## config.mk

```make
export PLATFORM = sky130hd
export DESIGN_NAME = spmc_core
export DESIGN_NICKNAME = d
export VERILOG_FILES = /design/src/spmc_pkg.sv /design/src/spmc_core.sv /design/src/spmc_sync.sv /design/src/spmc_clkgen.sv
export VERILOG_INCLUDE_DIRS = /design/src
export SDC_FILE = /design/constraint.sdc
export NUM_CORES = 1
export LEC_CHECK = 0
export ABC_AREA = 1
export ABC_CLOCK_PERIOD_IN_PS = 3600
export BUFFER_PORTS_ARGS = -buffer_cell sky130_fd_sc_hd__buf_2
export CORE_MARGIN = 1
export CORE_UTILIZATION = 55
export CTS_BUF_LIST = sky130_fd_sc_hd__clkbuf_4
export CTS_CLUSTER_DIAMETER = 150
export DETAILED_ROUTE_END_ITERATION = 8
export MAX_ROUTING_LAYER = met4
export PLACE_DENSITY = 0.76
export SLEW_MARGIN = 20
export SYNTH_ARGS = -nofsm -noshare
export SYNTH_HDL_FRONTEND = slang
export SYNTH_SLANG_ARGS = --single-unit
```

## constraint.sdc

```tcl
create_clock -name clock -period 3.6 [get_ports clock]
set_input_delay 0.36 -clock clock [delete_from_list [all_inputs] [get_ports clock]]
set_output_delay 0.36 -clock clock [all_outputs]
set_load 0.01 [all_outputs]
```

## src/spmc_defs.svh

```systemverilog
// Constants for the serial peripheral core: offsets, fields, resets, timing
// What this block does
// - One 8-bit shift register shifts a bit out and in per step.
// - Data write loads shift register when free; buffered, a busy write fills the transmit buffer if it is empty.
// - Data read returns first receive buffer unbuffered, second when buffered.
// - Master makes SCK from its divider; slave samples synchronised SCK edges.
// - Enabled master forces MISO input; enabled slave forces MOSI, SCK, SS input.
// - User-directed pins other than SS are driven by the core when output, untouched when input.
// - Slave drives an output MISO only while SS is low, else tristate.
// - Operation halts while the CPU is debug-halted, runs in run-time debug.
// - Master data write starts the clock generator and shifts eight bits.
// - Master sets the transfer flag once the byte is shifted out.
// - Master with select-pin disable set ignores the SS pin entirely.
// - Master with SS as output is unaffected by the SS pin level.
// - Master with SS input going low clears master bit and becomes slave.
// - That forced drop sets the transfer flag; interrupt needs both enables.
// - Unbuffered master write during a transfer corrupts data, sets collision.
`ifndef SPMC_DEFS_SVH
`define SPMC_DEFS_SVH
// ==========================================================
// Register offsets
`define SPMC_ADDR_CTRLA 4'h0
`define SPMC_ADDR_CTRLB 4'h1
`define SPMC_ADDR_MASK 4'h2
`define SPMC_ADDR_FLAGS 4'h3
`define SPMC_ADDR_DATA 4'h4
// ==========================================================
// Field positions
`define SPMC_A_ENABLE 0
`define SPMC_A_PRESCALER 2:1
`define SPMC_A_DOUBLE 4
`define SPMC_A_MASTER 5
`define SPMC_A_BITORDER 6
`define SPMC_B_CPHA 0
`define SPMC_B_CPOL 1
`define SPMC_B_SELDIS 2
`define SPMC_B_BUFWAIT 6
`define SPMC_B_BUFON 7
`define SPMC_F_DONE 0
`define SPMC_F_COLL 1
`define SPMC_F_TXC 2
`define SPMC_P_MOSI 0
`define SPMC_P_MISO 1
`define SPMC_P_SCK 2
`define SPMC_P_SS 3
// ==========================================================
// Reset values and timing
`define SPMC_RST_BYTE 8'h00
`define SPMC_LAST_EDGE 5'h0F
`define SPMC_HALF_DIV4 7'h02
`define SPMC_HALF_DIV16 7'h08
`define SPMC_HALF_DIV64 7'h20
`define SPMC_HALF_DIV128 7'h40
`endif

```

## src/spmc_pkg.sv

```systemverilog
// Types shared by the serial peripheral core modules
package spmc_pkg;
  typedef enum logic [0:0] {ST_IDLE, ST_SHIFT} spmc_state_t;
  typedef struct packed {
    spmc_state_t st;
    logic [7:0] control_reg_a;
    logic [7:0] control_reg_b;
    logic [2:0] irq_mask;
    logic [2:0] interrupt_flag_register;
    logic [7:0] shreg;
    logic [7:0] tx_buf;
    logic tx_full;
    logic sh_pend;
    logic [7:0] rx_first;
    logic [7:0] rx_second;
    logic [1:0] rx_count;
    logic [4:0] edge_cnt;
    logic sck_lvl;
    logic sck_prev;
    logic in_bit;
    logic out_bit;
    logic [7:0] rdata;
    logic irq;
    logic sck_drv;
    logic sck_oe_n;
    logic mosi_drv;
    logic mosi_oe_n;
    logic miso_drv;
    logic miso_oe_n;
  } spmc_regs_t;
  typedef struct packed {
    logic [6:0] cnt;
    logic tick;
  } spmc_div_t;
endpackage

```

## src/spmc_core.sv

```systemverilog
// Serial peripheral core: master/slave byte shifter with register port
`timescale 1ns/1ps
`include "spmc_defs.svh"
module spmc_core
  import spmc_pkg::*;
(
  // Clock and reset
  input wire logic clock,
  input wire logic nrst,
  // Register port
  input wire logic [3:0] reg_addr,
  input wire logic [7:0] reg_wdata,
  input wire logic reg_wr,
  input wire logic reg_rd,
  output logic [7:0] reg_rdata,
  // System
  input wire logic dbg_halt,
  input wire logic global_irq_en,
  output logic irq,
  // Port direction settings, high means output
  input wire logic dir_mosi,
  input wire logic dir_miso,
  input wire logic dir_sck,
  input wire logic dir_ss,
  // Serial pins
  input wire logic sck_pin,
  output logic sck_drv,
  output logic sck_oe_n,
  input wire logic mosi_pin,
  output logic mosi_drv,
  output logic mosi_oe_n,
  input wire logic miso_pin,
  output logic miso_drv,
  output logic miso_oe_n,
  input wire logic ss_pin
);
  spmc_regs_t q, n;
  logic [3:0] pin_s;
  logic tick, run;
  logic en, mst, slv, cpol, cpha, lsbf, bufon, busy;
  logic ev, lead, din, done, got, n_mst, n_slv;
  logic [7:0] rx_byte, wsh;
  logic [2:0] set_f, clr_f;

  function automatic logic first_bit(input logic [7:0] v, input logic lsb);
    first_bit = lsb ? v[0] : v[7];
  endfunction

  function automatic logic [7:0] shift_in(input logic [7:0] v,
                                          input logic b, input logic lsb);
    shift_in = lsb ? {b, v[7:1]} : {v[6:0], b};
  endfunction

  // ==========================================================
  // Pin synchronisers and master clock divider
  spmc_sync #(.W(4)) u_sync (
    .clock(clock),
    .nrst(nrst),
    .d({ss_pin, sck_pin, miso_pin, mosi_pin}),
    .q(pin_s)
  );

  // Divider only runs while a master byte is in flight
  assign run = mst & (q.st == ST_SHIFT) & ~dbg_halt;

  spmc_clkgen u_clkgen (
    .clock(clock),
    .nrst(nrst),
    .run(run),
    .clock_prescaler_select(q.control_reg_a[`SPMC_A_PRESCALER]),
    .double_speed_select(q.control_reg_a[`SPMC_A_DOUBLE]),
    .tick(tick)
  );

  // ==========================================================
  // Next-state logic
  always_comb begin
    n = q;
    en = q.control_reg_a[`SPMC_A_ENABLE];
    mst = en & q.control_reg_a[`SPMC_A_MASTER];
    slv = en & ~q.control_reg_a[`SPMC_A_MASTER];
    cpol = q.control_reg_b[`SPMC_B_CPOL];
    cpha = q.control_reg_b[`SPMC_B_CPHA];
    lsbf = q.control_reg_a[`SPMC_A_BITORDER];
    bufon = q.control_reg_b[`SPMC_B_BUFON];
    // Synchronised MISO needs half periods of three clocks or more
    din = mst ? pin_s[`SPMC_P_MISO] : pin_s[`SPMC_P_MOSI];
    ev = 1'b0;
    lead = 1'b0;
    done = 1'b0;
    got = 1'b0;
    busy = 1'b0;
    rx_byte = `SPMC_RST_BYTE;
    wsh = `SPMC_RST_BYTE;
    set_f = '0;
    clr_f = '0;
    n.rdata = `SPMC_RST_BYTE;
    n.sck_prev = pin_s[`SPMC_P_SCK];
    if (q.st == ST_IDLE) begin
      n.sck_lvl = cpol;
    end
    // Edge sources; nothing moves while the CPU is halted
    if (!dbg_halt) begin
      if (mst && q.st == ST_SHIFT && tick) begin
        ev = 1'b1;
        lead = (q.sck_lvl == cpol);
        n.sck_lvl = ~q.sck_lvl;
      end
      if (slv) begin
        if (pin_s[`SPMC_P_SS]) begin
          // Deselect aborts any partial byte
          n.st = ST_IDLE;
          n.edge_cnt = '0;
        end else if (pin_s[`SPMC_P_SCK] != q.sck_prev) begin
          ev = 1'b1;
          lead = (pin_s[`SPMC_P_SCK] != cpol);
        end
      end
    end
    // Shift engine: leading edge samples or presents, trailing edge shifts
    if (ev) begin
      n.st = ST_SHIFT;
      n.edge_cnt = q.edge_cnt + 5'h01;
      if (lead) begin
        if (cpha) begin
          n.out_bit = first_bit(q.shreg, lsbf);
        end else begin
          n.in_bit = din;
        end
      end else begin
        wsh = shift_in(q.shreg, cpha ? din : q.in_bit, lsbf);
        n.shreg = wsh;
        n.out_bit = first_bit(wsh, lsbf);
        if (q.edge_cnt == `SPMC_LAST_EDGE) begin
          done = 1'b1;
          got = 1'b1;
          rx_byte = wsh;
          n.st = ST_IDLE;
          n.edge_cnt = '0;
          n.sh_pend = 1'b0;
          set_f[`SPMC_F_DONE] = 1'b1;
          if (bufon && q.tx_full) begin
            n.shreg = q.tx_buf;
            n.out_bit = first_bit(q.tx_buf, lsbf);
            n.tx_full = 1'b0;
            n.sh_pend = ~mst;
            if (mst) begin
              n.st = ST_SHIFT;
            end
          end else if (bufon) begin
            set_f[`SPMC_F_TXC] = 1'b1;
          end
        end
      end
    end
    // Register writes
    if (reg_wr) begin
      case (reg_addr)
        `SPMC_ADDR_CTRLA: n.control_reg_a = reg_wdata;
        `SPMC_ADDR_CTRLB: n.control_reg_b = reg_wdata;
        `SPMC_ADDR_MASK: n.irq_mask = reg_wdata[2:0];
        `SPMC_ADDR_FLAGS: clr_f = reg_wdata[2:0];
        `SPMC_ADDR_DATA: begin
          busy = (n.st == ST_SHIFT) | (bufon & n.sh_pend);
          if (!busy) begin
            n.shreg = reg_wdata;
            n.out_bit = first_bit(reg_wdata, lsbf);
            n.sh_pend = ~mst;
            if (mst) begin
              n.st = ST_SHIFT;
              n.edge_cnt = '0;
              n.sck_lvl = cpol;
            end
          end else if (bufon && !n.tx_full) begin
            n.tx_buf = reg_wdata;
            n.tx_full = 1'b1;
          end else begin
            set_f[`SPMC_F_COLL] = 1'b1;
            // An unbuffered master overwrites the byte in flight; otherwise the write is dropped
            if (!bufon && mst) begin
              n.shreg = reg_wdata;
            end
          end
        end
        default: ;
      endcase
    end
    // Register reads, answered next cycle
    if (reg_rd) begin
      case (reg_addr)
        `SPMC_ADDR_CTRLA: n.rdata = q.control_reg_a;
        `SPMC_ADDR_CTRLB: n.rdata = q.control_reg_b;
        `SPMC_ADDR_MASK: n.rdata = {5'h00, q.irq_mask};
        `SPMC_ADDR_FLAGS: begin
          n.rdata = {3'h0, q.st == ST_SHIFT, q.tx_full,
                     q.interrupt_flag_register};
        end
        `SPMC_ADDR_DATA: begin
          if (bufon) begin
            n.rdata = q.rx_second;
            if (q.rx_count != 2'h0) begin
              n.rx_second = q.rx_first;
              n.rx_count = q.rx_count - 2'h1;
            end
          end else begin
            n.rdata = q.rx_first;
          end
        end
        default: n.rdata = `SPMC_RST_BYTE;
      endcase
    end
    // Receive path; a full two-entry queue drops the new byte
    if (got) begin
      if (!bufon) begin
        n.rx_first = rx_byte;
      end else if (n.rx_count == 2'h0) begin
        n.rx_second = rx_byte;
        n.rx_count = 2'h1;
      end else if (n.rx_count == 2'h1) begin
        n.rx_first = rx_byte;
        n.rx_count = 2'h2;
      end
    end
    // Another master pulled SS low: fall back to slave
    if (!dbg_halt && mst && !q.control_reg_b[`SPMC_B_SELDIS]
        && !dir_ss && !pin_s[`SPMC_P_SS]) begin
      n.control_reg_a[`SPMC_A_MASTER] = 1'b0;
      n.st = ST_IDLE;
      n.edge_cnt = '0;
      n.sh_pend = 1'b0;
      set_f[`SPMC_F_DONE] = 1'b1;
    end
    // Set beats clear in the same cycle
    n.interrupt_flag_register = (q.interrupt_flag_register & ~clr_f) | set_f;
    n.irq = global_irq_en
            & |(n.interrupt_flag_register & n.irq_mask);
    // Pin drive follows the next mode so outputs stay in step
    n_mst = n.control_reg_a[`SPMC_A_ENABLE]
            & n.control_reg_a[`SPMC_A_MASTER];
    n_slv = n.control_reg_a[`SPMC_A_ENABLE]
            & ~n.control_reg_a[`SPMC_A_MASTER];
    n.sck_drv = n.sck_lvl;
    n.mosi_drv = n.out_bit;
    n.miso_drv = n.out_bit;
    n.sck_oe_n = ~(n_mst & dir_sck);
    n.mosi_oe_n = ~(n_mst & dir_mosi);
    n.miso_oe_n = ~(n_slv & dir_miso & ~pin_s[`SPMC_P_SS]);
  end

  // ==========================================================
  // State register
  always_ff @(posedge clock or negedge nrst) begin
    if (!nrst) begin
      q <= '0;
      q.sck_oe_n <= 1'b1;
      q.mosi_oe_n <= 1'b1;
      q.miso_oe_n <= 1'b1;
    end else begin
      q <= n;
    end
  end

  assign reg_rdata = q.rdata;
  assign irq = q.irq;
  assign sck_drv = q.sck_drv;
  assign sck_oe_n = q.sck_oe_n;
  assign mosi_drv = q.mosi_drv;
  assign mosi_oe_n = q.mosi_oe_n;
  assign miso_drv = q.miso_drv;
  assign miso_oe_n = q.miso_oe_n;
endmodule

```

## src/spmc_sync.sv

```systemverilog
// Two-stage synchroniser for pin inputs
`timescale 1ns/1ps
module spmc_sync #(
  parameter int W = 4
) (
  // Clock and reset
  input wire logic clock,
  input wire logic nrst,
  // Data
  input wire logic [W-1:0] d,
  output logic [W-1:0] q
);
  typedef struct packed {
    logic [W-1:0] s1;
    logic [W-1:0] s2;
  } spmc_sync_t;
  spmc_sync_t r, n;
  always_comb begin
    n.s1 = d;
    n.s2 = r.s1;
  end
  always_ff @(posedge clock or negedge nrst) begin
    if (!nrst) begin
      r <= '0;
    end else begin
      r <= n;
    end
  end
  assign q = r.s2;
endmodule

```

## src/spmc_clkgen.sv

```systemverilog
// Master SCK half-period tick generator
`timescale 1ns/1ps
`include "spmc_defs.svh"
module spmc_clkgen
  import spmc_pkg::*;
(
  // Clock and reset
  input wire logic clock,
  input wire logic nrst,
  // Control
  input wire logic run,
  input wire logic [1:0] clock_prescaler_select,
  input wire logic double_speed_select,
  // Tick, one cycle per SCK half period
  output logic tick
);
  spmc_div_t r, n;
  logic [6:0] half;
  always_comb begin
    case (clock_prescaler_select)
      2'h0: half = `SPMC_HALF_DIV4;
      2'h1: half = `SPMC_HALF_DIV16;
      2'h2: half = `SPMC_HALF_DIV64;
      default: half = `SPMC_HALF_DIV128;
    endcase
    if (double_speed_select) begin
      half = half >> 1;
    end
    n = r;
    n.tick = 1'b0;
    if (!run) begin
      n.cnt = '0;
    end else if (r.cnt == half - 7'h01) begin
      n.cnt = '0;
      n.tick = 1'b1;
    end else begin
      n.cnt = r.cnt + 7'h01;
    end
  end
  always_ff @(posedge clock or negedge nrst) begin
    if (!nrst) begin
      r <= '0;
    end else begin
      r <= n;
    end
  end
  assign tick = r.tick;
endmodule

```

== Word-level counts from Yosys, hierarchy flattened ==
Index checks and enable logic that the tools add are counted.

* Bits in registers: 96
* Input port bits: 26

* Add/subtract/negate cells: 4
* Equality and inequality tests: 14
* Mux-type cells: 111
* Bitwise gates (word level): 27
* Reductions and logical operators: 25

{| class="wikitable"
|+ Operators with widths
! kind !! count
|-
| 8-bit 2-to-1 mux || 19
|-
| 10-bit 2-to-1 mux || 6
|-
| 1-bit 2-to-1 mux || 56
|-
| 8-bit case mux with 5 select lines || 1
|-
| 18-bit 2-to-1 mux || 2
|-
| 5-bit 2-to-1 mux || 6
|-
| 6-bit 2-to-1 mux || 5
|-
| 7-bit 2-to-1 mux || 3
|-
| 7-bit case mux with 3 select lines || 1
|-
| 20-bit 2-to-1 mux || 1
|-
| 9-bit 2-to-1 mux || 2
|-
| 1-bit AND || 12
|-
| 2-bit 2-to-1 mux || 6
|-
| 1-bit inverter || 10
|-
| 1-bit logical AND || 9
|-
| 3-bit 2-to-1 mux || 3
|-
| 4-bit by 2-bit == test with 1-bit output (second input constant) || 2
|-
| 7-bit by 1-bit adder with 7-bit output (second input constant) || 1
|-
| 7-bit == test || 1
|-
| 7-bit by 1-bit subtractor with 7-bit output (second input constant) || 1
|-
| 3-bit AND || 2
|-
| 1-bit zero test || 6
|-
| 3-bit AND reduction || 2
|-
| 5-bit by 1-bit adder with 5-bit output (second input constant) || 1
|-
| other kinds (19) || 23
|}

== Longest topological paths before layout ==
* Depth in word-level cells: 21
* Gate-level depth with buffers: 15

== Modules after synthesis ==
A second synthesis with hierarchy kept.

* Cells, all modules: 671
* Area, all modules: 5242.5 sq um

{| class="wikitable"
|+ Modules (own cells, without submodules)
! module !! times used !! cells each !! area each (sq um)
|-
| spmc_core || 1 || 564 || 4398.0
|-
| spmc_clkgen || 1 || 99 || 644.4
|-
| spmc_sync || 1 || 8 || 200.2
|}

== Worst setup path before layout ==
Ideal clock, no wire load.

* Kind: input-to-reg
* Start: input reg_addr[1]
* End: register q[34] in the netlist's numbering
* Data arrival time: 2.105 ns
* Data required time: 3.468 ns
* Path slack: 1.363 ns
* Cell stages on the path: 13
* Buffers on the path: 2
* Cell sequence: buf_6 -> nor2_4 -> inv_2 -> nor3_4 -> inv_2 -> nor3_4 -> o21ai_0 -> ha_1 -> inv_1 -> a21oi_1 -> nor2_1 -> clkbuf_1 -> o21ai_0

* Word-level cells in the longest chain between the ends: 6
* Elaborated cells on any way between the ends: 8

{| class="wikitable"
|+ Ends and longest elaborated chain
! item !! RTL line !! source
|-
| start, declared || spmc_core.sv:11 || <nowiki>input wire logic [3:0] reg_addr,</nowiki>
|-
| 4-bit by 3-bit == test with 1-bit output * || spmc_core.sv:190 || <nowiki>case (reg_addr)</nowiki>
|-
| 10-bit 2-to-1 mux * || spmc_core.sv:190 ||
|-
| 10-bit 2-to-1 mux * || spmc_core.sv:189 || <nowiki>if (reg_rd) begin</nowiki>
|-
| 2-bit by 1-bit == test with 1-bit output or 2-bit zero test (tied branches) || spmc_core.sv:219, spmc_core.sv:216 ||
|-
| 2-bit by 1-bit != test with 1-bit output (no line) or 2-bit != test (tied branches) || -- ||
|-
| 3-bit AND reduction (no line) * || -- ||
|-
| end signal, assigned || spmc_core.sv:259 || <nowiki>q <= n;</nowiki>
|-
| end, declared || spmc_core.sv:37 || <nowiki>spmc_regs_t q, n;</nowiki>
|}

Every way passes the cells marked *; elsewhere a longest branch is shown, timed or not.
A chain may end at the register's enable or synchronous reset.

== Worst setup path in the final report ==
* Start: register q (netlist bit bufon)
* End: register q[35] in the netlist's numbering

* Word-level cells in the longest chain between the ends: 6
* Elaborated cells on any way between the ends: 9

{| class="wikitable"
|+ Ends and longest elaborated chain
! item !! RTL line !! source
|-
| 10-bit 2-to-1 mux || spmc_core.sv:199 || <nowiki>if (bufon) begin</nowiki>
|-
| 10-bit 2-to-1 mux || spmc_core.sv:190 ||
|-
| 10-bit 2-to-1 mux || spmc_core.sv:189 ||
|-
| 2-bit by 1-bit == test with 1-bit output or 2-bit zero test (tied branches) || spmc_core.sv:219, spmc_core.sv:216 ||
|-
| 2-bit by 1-bit != test with 1-bit output (no line) or 2-bit != test (tied branches) || -- ||
|-
| 3-bit AND reduction (no line) || -- ||
|}

Parallel ways exist; a longest one is shown, timed or not.

==> impl_metrics.tcl <==
set metrics [dict create \
    floorplan.rows 34 \
    hpwlAfterDp_um 8580 \
    setup.worst_path.start_class "register" \
    reg_to_reg_critical_path_startpoint "bufon" \
    final_period_util_pct 75.3 \
    holdPathEnd "miso_oe_n" \
    worstPathMaxFanout 21 \
    setup_total_negative_slack_ns 0 \
    post_layout_nonfiller_instances 748 \
    timing.final.hold_violations 0 \
    grt_remaining_overflow 0 \
    wire_length_of_the_first_global_routing_pass_um 19500 \
    timing.fmax_mhz 369 \
    timing.critical_path.from "bufon" \
    critical_path_endpoint_category "register" \
    initial_utilization_pct 57.1 \
    cts_buffer_depth 2 \
    cts_inserted_buffers 9 \
    drive_above_1_share_pct 17.0 \
    synth_sequential_area_ratio_pct 48.3 \
    via_count 4102 \
    nets 666 \
    die_h_um 97.1 \
    ir_drop_v 0.000316 \
    dr.first_iter.drc_count 331 \
    floorplan.die_area_um2 9430 \
    area_delta_synth_final_pct 8.52 \
    main_combinational_cell_family_by_area_after_synthesis "simple AND/OR/NAND/NOR gates" \
    period_minus_ws_final_ns 2.71 \
    synth_adder_area_share_pct 1.26 \
    synth_compound_gate_area_share_pct 16.3 \
    power_density_nw_per_um2 503 \
    route.detailed.wl_per_inst_um 15.3 \
    grt_setup_unrepaired "false" \
    clkSlewWorstSetupHoldPaths_ns 0.15 \
    mappedNetlistArea_um2 4980 \
    post-route-cell-area_um2 5400 \
    area_share_of_xor_xnor_cells_in_the_synthesized_design_pct 1.23 \
    ys_seq_elements 96 \
    post-route-drc-count 0 \
    run_status "finished, final reports clean" \
    synthMuxAreaShare_pct 0.427 \
    timing.hold.worst.class "input port to register" \
    tightest_slew_ns 0.694 \
    gp_congestion 0.895 \
    fp.coreArea_um2 8720 \
    worst_slew_margin_rel_pct 53.7 \
    clock_tree.htree_level_count 3 \
    drt.antenna.violating_nets 0 \
    cap_violations 0 \
    timing.final.ws_setup_ns 0.887 \
    synthesis.area_per_instance_um2 8.37 \
    static-leakage-power_nw 2.56 \
    place.detailed.instances 725 \
    drtPass1Iterations 5 \
    final.setup_skew_ns 0.0144 \
    synth_cell_type_count 39 \
    report.final.setup_viol 0 \
    postRouteWirelength_um 11500 \
    synth_simple_gate_area_share_pct 22.9 \
    arrival_ns 3.03 \
    postPlaceCellArea_um2 5190 \
    syn_nets 626 \
    numPortBuffers 40 \
    worst-r2r-cell-count 11 \
    antenna_cells 0 \
    min_path_cells 2 \
    pre_cts_ws_ns 0.929 \
    tritoncts "done" \
    synthesized_instance_count 595 \
    grt_antenna_before_repair 0 \
    grt_use_total_pct 27.1 \
    vias_in_the_first_global_route 3988 \
    clock-sinks 96 \
    clock-root-buffer "clkbuf_4" \
    worst_reg_to_reg_setup_slack_ns 0.89 \
    regToRegEndpoint "q[35]" \
    grt_start_max_net_pins 44 \
    clkLatencyLatePin_ns 0.46 \
    maxSlewViolCount 0 \
    min_from "dir_miso" \
    whs_ns 0.0558 \
    via_per_inst 5.48 \
    required_time_at_the_endpoint_of_the_critical_path_ns 3.92 \
    dieWidth_um 97.1 \
    path_class "register to register" \
    yosys_warnings 0 \
    boundaryPins 41 \
]
[registers in the layout (all words and copies together) (netlist names), 4 cells and up]
register,cells
q,61
reg_rdata,8
u_clkgen.r,7
u_sync.n,4
u_sync.q,4
[cell usage in the layout (no fill, tap or decap), types with 7 or more instances in the layout]
| cell type | n |
|---|---|
| nand2_1 | 146 |
| o21ai_0 | 81 |
| dlygate4sd3_1 | 7 |
| buf_2 | 39 |
| dfrtp_1 | 93 |
| nand3_1 | 16 |
| a21oi_1 | 21 |
| nor2_1 | 29 |
| o21ai_2 | 15 |
| o21ai_1 | 7 |
| clkbuf_4 | 9 |
| nand4_1 | 9 |
| inv_1 | 83 |
[through the flow]
step,power [mW],util [%]
floorplan,1.90,-
detailed placement,2.13,59.5
global placement,2.11,59.5
finish,2.72,61.9
CTS,2.72,61.9
global route,2.90,61.9
[kinds of logic after synthesis]
kind of cell               after synthesis
AOI/OAI and AO/OA                      141
and+or+nand+nor                        236
xor gates and xnor gates                 7
DFF                                     96
buffers and inverters                  108
muxes                                    2
adders and majority gates                5
[Yosys cell counts]
cell type  instances  share of area [%]
mux2_1             1               0.23
mux2i_1            1               0.20
o22ai_1            1               0.13
clkbuf_1           6               0.45
dfrtp_1           93                 47
a21oi_1           21                2.1
xnor2_1            2               0.35
nand3_1           16                1.6
buf_4              9                1.4
inv_4              1               0.13
nand3_2            3               0.60
o21ai_0           81                8.1
o211ai_1           6               0.90
nor2_1            29                2.2
xor2_1             5               0.88
dfstp_2            3                1.6
o31ai_1            3               0.45
nor2_2             4               0.50
nand2_4            3               0.68
buf_2              2               0.20
nand4_1            9                1.1
nor3_2             2               0.40
ha_1               5                1.3
nand2_2            5               0.63
a22o_1             1               0.18
o21ai_1            7               0.70
a221oi_1           4               0.70
nor3_4             2               0.65
inv_1             83                6.3
nand3_4            4                1.4
a2111oi_0          1               0.18
nand2_1          146                 11
inv_2              3               0.23
nor3_1             6               0.60
nor2_4             6                1.4
o21ai_2           15                2.6
buf_6              4               0.90
o221ai_1           1               0.18
nor4_1             1               0.13
[worst max-delay path by stage]
stage,to
2_1_floorplan,q[34]
3_3_place_gp,q[35]
3_5_place_dp,q[35]
4_1_cts,q[35]
5_1_grt,q[41]
6_report,q[35]
[layout make-up]
class                   instances  area (µm²)
clock buffers                   9        67.6
well taps                     108         135
repair buffers                 50         295
inverters                      87         329
flip-flops and latches         96        2410
clock inverters                 7        71.3
fillers                       752        3320
multi-input cells             391        2100
[power by group]
part	leakage, nW	internal (mW)	switching (mW)
Clock	0.0700	0.212	0.379
Combinational	1.28	0.252	0.460
Sequential	1.22	1.26	0.154
[critical path, cell delays in order, from the launching register on]
cell and delay (ns):
dfrtp_1 0.82, inv_1 0.31, nor3_4 0.31, nand2_1 0.06, o21ai_0 0.15, inv_1 0.13
ha_1 0.22, a21oi_1 0.14, nor2_1 0.06, buf_4 0.16, inv_1 0.13, o21ai_0 0.10
[repair_timing]
action / in CTS / in global routing
gates resized for setup: 0 / 0
hold buffers: 7 / 0
setup buffers: 0 / 0
hold endpoints to repair: 44 / 0
[routing by layer]
metal,vias up,share of wire (%),GRT usage (%)
li1,2005,-,-
met5,-,0,-
met1,1943,45,37.2
met2,132,46,40.2
met3,22,5.5,3.88
met4,0,2.7,12.3
Note: power is estimated with default switching activity, not from simulation.
